==> src/pkg/ocsd_cfg.svh <==
`ifndef OCSD_CFG_SVH
`define OCSD_CFG_SVH
// ****************************************************************
// register byte addresses
// ****************************************************************
`define OCSD_ADDR_CTRL 8'h00
`define OCSD_ADDR_DIV 8'h04
`define OCSD_ADDR_FBD 8'h08
`define OCSD_ADDR_TUNE 8'h0c
`define OCSD_ADDR_KEY 8'h10
// ****************************************************************
// field positions
// ****************************************************************
`define OCSD_CUR_LSB 12
`define OCSD_NEXT_LSB 8
`define OCSD_CLKLK_BIT 7
`define OCSD_PINLK_BIT 6
`define OCSD_PLLLK_BIT 5
`define OCSD_FAIL_BIT 3
`define OCSD_SECEN_BIT 1
`define OCSD_SWREQ_BIT 0
`define OCSD_RECOV_BIT 15
`define OCSD_DOZE_LSB 12
`define OCSD_REDEN_BIT 11
`define OCSD_FRCDV_LSB 8
`define OCSD_POST_LSB 6
`define OCSD_PRE_LSB 0
// ****************************************************************
// reset values and timing
// ****************************************************************
`define OCSD_DOZE_RST 3'h3
`define OCSD_FRCDV_RST 3'h0
`define OCSD_POST_RST 2'h1
`define OCSD_PRE_RST 5'h00
`define OCSD_MULT_RST 9'h030
`define OCSD_TRIM_RST 6'h00
`define OCSD_SETTLE_TICKS 4'ha
`endif

==> src/pkg/ocsd_pkg.sv <==
`default_nettype none
package ocsd_pkg;
	// switch sequencer states
	typedef enum logic [1:0] {
		OCSD_IDLE,
		OCSD_WAIT_READY,
		OCSD_SETTLE
	} ocsd_state_t;
	// clock source encoding
	typedef logic [2:0] ocsd_src_t;
endpackage : ocsd_pkg
`default_nettype wire

==> src/rtl/ocsd_top.sv <==
`include "ocsd_cfg.svh"
`default_nettype none
module ocsd_top #(
	parameter logic [7:0] KEY_FIRST = 8'h5a, // arbitrary unlock key
	parameter logic [7:0] KEY_SECOND = 8'ha5 // arbitrary unlock key
) (
	// clock and power-on reset
	input wire logic clk,
	input wire logic rst,
	// other resets, clear only the unlock progress
	input wire logic warm_rst,
	// apb slave
	input wire logic psel,
	input wire logic penable,
	input wire logic pwrite,
	input wire logic [7:0] paddr,
	input wire logic [31:0] pwdata,
	input wire logic [3:0] pstrb,
	output logic [31:0] prdata,
	output logic pready,
	output logic pslverr,
	// configuration straps
	input wire logic [2:0] cfg_initial_source,
	input wire logic cfg_switch_enable,
	input wire logic cfg_monitor_enable,
	// oscillator and pll status
	input wire logic osc_ready,
	input wire logic pll_lock_in,
	input wire logic new_clk_tick,
	input wire logic fail_detect,
	input wire logic interrupt_in,
	// clock controls
	output logic [2:0] current_source,
	output logic secondary_osc_enable,
	output logic pps_write_allow,
	output logic switch_busy,
	output logic [2:0] doze_ratio,
	output logic [2:0] fast_rc_postscaler,
	output logic [1:0] pll_output_divider,
	output logic [4:0] pll_input_divider,
	output logic [8:0] pll_feedback_multiplier,
	output logic [5:0] fast_rc_trim
);

	// ****************************************************************
	// helpers
	// ****************************************************************

	// sources routed through the pll
	function automatic logic uses_pll(input ocsd_pkg::ocsd_src_t s);
		uses_pll = (s == 3'h1) || (s == 3'h3);
	endfunction : uses_pll

	// byte-lane merge of a 16-bit register
	function automatic logic [15:0] merge16(input logic [15:0] old,
			input logic [31:0] wd, input logic [3:0] st);
		merge16 = {st[1] ? wd[15:8] : old[15:8], st[0] ? wd[7:0] : old[7:0]};
	endfunction : merge16

	// ****************************************************************
	// register state
	// ****************************************************************

	ocsd_pkg::ocsd_src_t cur_src_reg; // active source
	ocsd_pkg::ocsd_src_t next_src_reg; // switch target
	logic clk_lock_reg; // source lock
	logic pin_lock_reg; // pin select lock
	logic pll_lock_reg; // pll lock status
	logic fail_reg; // sticky clock fail
	logic sec_en_reg; // secondary oscillator on
	logic sw_req_reg; // switch in progress
	logic [15:0] div_reg; // clock divisor image
	logic [8:0] mult_reg; // feedback multiplier
	logic [5:0] trim_reg; // fast rc trim
	logic [1:0] key_reg; // unlock progress
	logic [31:0] rdata_reg; // read data
	logic [3:0] tick_cnt_reg; // new clock ticks seen
	ocsd_pkg::ocsd_state_t state_reg;

	// ****************************************************************
	// bus decode
	// ****************************************************************

	logic setup_ph; // first apb cycle
	logic wr_en; // write commits
	logic hit_ctrl, hit_div, hit_fbd, hit_tune, hit_key;
	logic ctrl_wr; // unlocked control write
	logic lane0, lane1; // strobes for low and high byte
	logic sw_allowed; // switching possible now
	logic sw_start; // new request accepted
	logic redundant; // request to current source

	assign setup_ph = psel && !penable;
	assign wr_en = psel && penable && pwrite;
	assign hit_ctrl = (paddr == `OCSD_ADDR_CTRL);
	assign hit_div = (paddr == `OCSD_ADDR_DIV);
	assign hit_fbd = (paddr == `OCSD_ADDR_FBD);
	assign hit_tune = (paddr == `OCSD_ADDR_TUNE);
	assign hit_key = (paddr == `OCSD_ADDR_KEY);
	// writes to control need a completed key pair
	assign ctrl_wr = wr_en && hit_ctrl && (key_reg == 2'h2);
	assign lane0 = ctrl_wr && pstrb[0];
	assign lane1 = ctrl_wr && pstrb[1];
	// lock only bites when switching on and monitor off
	assign sw_allowed = cfg_switch_enable &&
		!(clk_lock_reg && !cfg_monitor_enable);
	assign sw_start = lane0 && pwdata[`OCSD_SWREQ_BIT] && sw_allowed
		&& !sw_req_reg;
	assign redundant = next_src_reg == cur_src_reg;

	// zero wait states: read data is captured in setup
	assign pready = 1'b1;
	// unmapped address answers with an error in access
	assign pslverr = psel && penable &&
		!(hit_ctrl || hit_div || hit_fbd || hit_tune || hit_key);
	assign prdata = rdata_reg;

	// ****************************************************************
	// unlock sequence
	// ****************************************************************

	// two key writes arm a single control write; any other write clears the progress
	always_ff @(posedge clk) begin
		if (rst || warm_rst) begin
			key_reg <= 2'h0;
		end else if (wr_en && hit_key) begin
			if (pwdata[7:0] == KEY_FIRST) begin
				key_reg <= 2'h1;
			end else if (pwdata[7:0] == KEY_SECOND && key_reg == 2'h1) begin
				key_reg <= 2'h2;
			end else begin
				key_reg <= 2'h0;
			end
		end else if (wr_en) begin
			// one write consumes the unlock, used or not
			key_reg <= 2'h0;
		end
	end

	// ****************************************************************
	// oscillator control fields
	// ****************************************************************

	// next source loads from straps at power-on only
	always_ff @(posedge clk) begin
		if (rst) begin
			next_src_reg <= cfg_initial_source;
		end else if (lane1) begin
			next_src_reg <= pwdata[`OCSD_NEXT_LSB +: 3];
		end
	end

	// lock bits and secondary enable live in the low byte
	always_ff @(posedge clk) begin
		if (rst) begin
			clk_lock_reg <= 1'b0;
			pin_lock_reg <= 1'b0;
			sec_en_reg <= 1'b0;
		end else if (lane0) begin
			clk_lock_reg <= pwdata[`OCSD_CLKLK_BIT];
			pin_lock_reg <= pwdata[`OCSD_PINLK_BIT];
			sec_en_reg <= pwdata[`OCSD_SECEN_BIT];
		end
	end

	// clock fail: detection wins over a software clear
	always_ff @(posedge clk) begin
		if (rst) begin
			fail_reg <= 1'b0;
		end else if (fail_detect) begin
			fail_reg <= 1'b1;
		end else if (lane0 && !pwdata[`OCSD_FAIL_BIT]) begin
			fail_reg <= 1'b0;
		end
	end

	// lock flag low while pll unused or settling
	always_ff @(posedge clk) begin
		if (rst) begin
			pll_lock_reg <= 1'b0;
		end else if (sw_start) begin
			pll_lock_reg <= 1'b0;
		end else begin
			pll_lock_reg <= pll_lock_in && (uses_pll(cur_src_reg) ||
				(sw_req_reg && uses_pll(next_src_reg)));
		end
	end

	// ****************************************************************
	// switch sequencer
	// ****************************************************************

	// request, start-up wait, settle count, then commit
	always_ff @(posedge clk) begin
		if (rst) begin
			state_reg <= ocsd_pkg::OCSD_IDLE;
			sw_req_reg <= 1'b0;
			tick_cnt_reg <= 4'h0;
			cur_src_reg <= cfg_initial_source;
		end else if (!cfg_switch_enable) begin
			// switching off: request pinned low
			state_reg <= ocsd_pkg::OCSD_IDLE;
			sw_req_reg <= 1'b0;
			tick_cnt_reg <= 4'h0;
		end else begin
			case (state_reg)
				ocsd_pkg::OCSD_IDLE: begin
					tick_cnt_reg <= 4'h0;
					if (sw_start && redundant) begin
						sw_req_reg <= 1'b0;
					end else if (sw_start) begin
						sw_req_reg <= 1'b1;
						state_reg <= ocsd_pkg::OCSD_WAIT_READY;
					end
				end
				ocsd_pkg::OCSD_WAIT_READY: begin
					// target must run, and lock if pll fed
					if (osc_ready && (!uses_pll(next_src_reg) || pll_lock_in)) begin
						state_reg <= ocsd_pkg::OCSD_SETTLE;
					end
				end
				ocsd_pkg::OCSD_SETTLE: begin
					if (new_clk_tick) begin
						if (tick_cnt_reg == `OCSD_SETTLE_TICKS - 4'h1) begin
							// commit: copy target, drop request
							cur_src_reg <= next_src_reg;
							sw_req_reg <= 1'b0;
							state_reg <= ocsd_pkg::OCSD_IDLE;
						end else begin
							tick_cnt_reg <= tick_cnt_reg + 4'h1;
						end
					end
				end
				default: begin
					state_reg <= ocsd_pkg::OCSD_IDLE;
				end
			endcase
		end
	end

	// ****************************************************************
	// divisor, feedback and trim registers
	// ****************************************************************

	// divisor; an interrupt with recovery set clears reduction enable over a write
	always_ff @(posedge clk) begin
		if (rst) begin
			div_reg <= {1'b0, `OCSD_DOZE_RST, 1'b0, `OCSD_FRCDV_RST,
				`OCSD_POST_RST, 1'b0, `OCSD_PRE_RST};
		end else begin
			if (wr_en && hit_div) begin
				div_reg <= merge16(div_reg, pwdata, pstrb) & 16'hffdf;
			end
			if (interrupt_in && div_reg[`OCSD_RECOV_BIT]) begin
				div_reg[`OCSD_REDEN_BIT] <= 1'b0;
			end
		end
	end

	// feedback multiplier, nine bits
	always_ff @(posedge clk) begin
		if (rst) begin
			mult_reg <= `OCSD_MULT_RST;
		end else if (wr_en && hit_fbd) begin
			// top bit rides in lane 1, the rest in lane 0
			mult_reg[8] <= pstrb[1] ? pwdata[8] : mult_reg[8];
			mult_reg[7:0] <= pstrb[0] ? pwdata[7:0] : mult_reg[7:0];
		end
	end

	// fast rc trim, signed six bits
	always_ff @(posedge clk) begin
		if (rst) begin
			trim_reg <= `OCSD_TRIM_RST;
		end else if (wr_en && hit_tune && pstrb[0]) begin
			trim_reg <= pwdata[5:0];
		end
	end

	// ****************************************************************
	// read path
	// ****************************************************************

	// captured in setup so data is a flop in access
	always_ff @(posedge clk) begin
		if (rst) begin
			rdata_reg <= 32'h0000_0000;
		end else if (setup_ph && !pwrite) begin
			if (hit_ctrl) begin
				rdata_reg <= {17'h00000, cur_src_reg, 1'b0, next_src_reg,
					clk_lock_reg, pin_lock_reg, pll_lock_reg, 1'b0,
					fail_reg, 1'b0, sec_en_reg, sw_req_reg};
			end else if (hit_div) begin
				rdata_reg <= {16'h0000, div_reg};
			end else if (hit_fbd) begin
				rdata_reg <= {23'h000000, mult_reg};
			end else if (hit_tune) begin
				rdata_reg <= {26'h0000000, trim_reg};
			end else begin
				rdata_reg <= 32'h0000_0000;
			end
		end
	end

	// ****************************************************************
	// outputs
	// ****************************************************************

	assign current_source = cur_src_reg;
	assign secondary_osc_enable = sec_en_reg;
	assign pps_write_allow = !pin_lock_reg;
	assign switch_busy = sw_req_reg;
	// ratio falls to 1:1 when reduction is off
	assign doze_ratio = div_reg[`OCSD_REDEN_BIT] ?
		div_reg[`OCSD_DOZE_LSB +: 3] : 3'h0;
	assign fast_rc_postscaler = div_reg[`OCSD_FRCDV_LSB +: 3];
	// code 10 is passed through; software must not use it
	assign pll_output_divider = div_reg[`OCSD_POST_LSB +: 2];
	assign pll_input_divider = div_reg[`OCSD_PRE_LSB +: 5];
	assign pll_feedback_multiplier = mult_reg;
	assign fast_rc_trim = trim_reg;
endmodule : ocsd_top
`default_nettype wire

==> config.mk <==
export PLATFORM = sky130hd
export DESIGN_NAME = ocsd_top
export DESIGN_NICKNAME = d
export VERILOG_FILES = /design/src/pkg/ocsd_pkg.sv /design/src/rtl/ocsd_top.sv
export VERILOG_INCLUDE_DIRS = /design/src /design/src/pkg
export SDC_FILE = /design/constraint.sdc
export NUM_CORES = 1
export LEC_CHECK = 0
export BUFFER_PORTS_ARGS = -buffer_cell sky130_fd_sc_hd__buf_4
export CORE_ASPECT_RATIO = 2
export CORE_MARGIN = 2
export CORE_UTILIZATION = 47
export CTS_CLUSTER_DIAMETER = 80
export DETAILED_ROUTE_END_ITERATION = 8
export GPL_ROUTABILITY_DRIVEN = 1
export PLACE_DENSITY = 0.83
export RECOVER_POWER = 25
export SLEW_MARGIN = 20
export SYNTH_ARGS = -nofsm -noshare
export SYNTH_HDL_FRONTEND = slang
export SYNTH_SLANG_ARGS = --single-unit
==> constraint.sdc <==
create_clock -name clk -period 2.5 [get_ports clk]
set_input_delay 0.375 -clock clk [delete_from_list [all_inputs] [get_ports clk]]
set_output_delay 0.375 -clock clk [all_outputs]
set_load 0.01 [all_outputs]
==> out/results.ini <==
[floorplan]
rows=43
die_y_um=123
start_util_pct=48.3
dieWidth_um=63.7
dieArea_sq_um=7870
ios=128
core-area_sq_um=6940

[timing]
max_clock_freq_ghz=0.486
fin_crit_ns=2.06
relSlewSlack_pct=16.3
tightest_slew_ns=1.26
finalCritPeriodShare_pct=82.3
fin_skew_ns=0.00584
rsz0062_at_grt=false
hold_violations=0
setup_tns_ns=0
slew_violations=0
setup_violations=0

[synth]
synthSimpleGateAreaFrac_pct=24.1
yosys_warnings=0
ys_ff_latch=66
async_reset_ff_share_pct=0
synth-xor-area-share_pct=1.31
synth_flop_cell=dfxtp_1
muxShareOfSynthArea_pct=7.94
yosysSeqAreaShare_pct=41.2
synth_common_cells=dfxtp_1, nor2_1, buf_4
synth_area_leader_cell=dfxtp_1
yosysTopAreaCellShare_pct=35.8
synthAdderAreaFrac_pct=0.746
synth_top_family_by_area=simple AND/OR/NAND/NOR gates
netlist_top_cells_area=dfxtp_1, mux2i_1, buf_4
postSynthAreaPerCell_sq_um=9.27
synth_most_common_cell=dfxtp_1
netlist_instances=362
syn_area_sq_um=3350
synth.distinct_cells=59
synth_edf_count=6
synth_compound_area_share_pct=14.5

[routing]
post_drt_wl_per_cell_um=16.6
viasPerCell=5.61
postRouteAntennaNets=0
drtIter0Drc=188
dr.pass1.iters=5
route.vias.total=3034
routed_wirelength_um=8960
drc_errors=0

[setup_path]
r2r_cells=4
cp_cell_sequence=buf_4 -> or4_4 -> nor2_1 -> nor3_1 -> buf_4
crit_path_start_kind=input pin
crit_top_cell=buf_4
crit_type=input pin to output pin
slowest_stage=or4_4
cp-end-kind=output pin
critical_path.top_delay_family=simple AND/OR/NAND/NOR gates
cp_num_buf_inv=2
crit_fanout=11
path_depth=5
cp.arrival_ns=1.68
crit_required_ns=2.12
max_stage_delay_ns=0.66

[placed_design]
gp_congestion=0.855
placed_cell_area_sq_um=4030
dp.cells=525
hpwl_um=6930
port_buffers=92

[power_and_ir_drop]
clock_power_share_pct=46.5
internal_power_uw=1840
peakVddDrop_mv=0.403
power.switching_uw=587
p_comb_share_pct=8.2
p_sw_share_pct=24.2
p_leak_uw=0.00172
power_frac_seq_pct=45.3
powerDensity_nw_per_um2=575
p_total_uw=2420

[hold_path]
hp-class=input pin to register
hold_depth=2

[clock_tree]
htree_levels=3
cts.clk_slew.worst_paths_ns=0.06
cts_resized=0
numClockSinks=66
cts_buffer_depth=2
numCtsBuffers=9
tritoncts=done
post-cts-setup-buffers=0
cts-hold-fix-buffers=0
clockRootBuffer=clkbuf_16
clock_latency_ns=0.33

[global_routing]
grt_pass1_vias=2908
overflow=0
grt_pass1_wl_um=14100
grt_usage_pct=23.4
antenna_found_initial=0
grt_max_degree=66

[layout]
syn2layout_area_growth_pct=25.6
final_cells=541
antenna_cells=0
fin_area_sq_um=4210
nets=508
drive_above_1_share_pct=26.2
largest_reg_flops=16

[flow_run]
maxCapViolations=0

[status]
status=complete, no violations

cell type report:
class,instances,area [sq um]
Multi-Input combinational cell,252,1690
Fill cell,628,2730
Sequential cell,66,1380
Inverter,12,45.0
Tap cell,90,113
Clock inverter,6,43.8
Timing Repair Buffer,105,708
Clock buffer,10,229
cell families (layout without fill, tap and decap cells):
logic type / count (synthesis) / count (layout)
simple gates: 135 / 135
compound gates: 67 / 67
flops: 66 / 66
buf+inv: 59 / 133
mux: 26 / 26
xor+xnor: 5 / 5
fa+ha+maj: 2 / 2
other cells: 2 / 17
per-layer routing:
layer  wire (um)  share of wire [%]  up-vias  track usage, %
met2        5040                 56      127            44.2
met3         439                4.9       23            4.82
met5           0                  0        -               0
li1            -                  -     1431               -
met1        3200                 36     1453            23.6
met4         288                3.2        0            12.5
cell usage in the layout (no fill, tap or decap), types with 6 or more instances in the layout:
master / n
conb_1: 17
a211o_1: 6
nor3_1: 9
nor2_1: 38
nand2b_1: 6
nand2_1: 23
clkbuf_1: 25
nand4_1: 6
o21ai_0: 9
mux2i_1: 21
a21oi_1: 17
clkbuf_16: 9
edfxtp_1: 6
dfxtp_1: 60
buf_4: 79
nand3_1: 12
inv_1: 12
worst paths after layout:
| check | from | end | slack, ns |
|---|---|---|---|
| max | paddr[5] | pslverr | 0.44 |
| min | interrupt_in | div_reg[11]$_SDFFE_PP0P_ | 0.22 |
| max reg2reg | key_reg[1]$_SDFFE_PP0P_ | state_reg[0]$_SDFFE_PP0P_ | 0.67 |
| min reg2reg | prdata[3]$_SDFFE_PP0P_ | prdata[3]$_SDFFE_PP0P_ | 0.45 |
power by group through the flow:
stage               Sequential (uW)  Clock (uW)  Combinational (uW)
global route                   1100        1200                 214
floorplan                      1120           0                 113
detailed placement             1120           0                 199
finish                         1100        1130                 198
global placement               1120           0                 195
CTS                            1100        1150                 200
per-stage QoR:
stage          util [%]  hold WS (ns)  setup slack, ns
6_report           60.7         0.225            0.444
5_1_grt            60.7         0.216            0.369
4_1_cts            62.0         0.221            0.464
3_5_place_dp       58.1         0.444            0.266
3_3_place_gp       58.1         0.441            0.359
2_1_floorplan         -         0.440            0.491
Power figures use the tool's default switching activity.
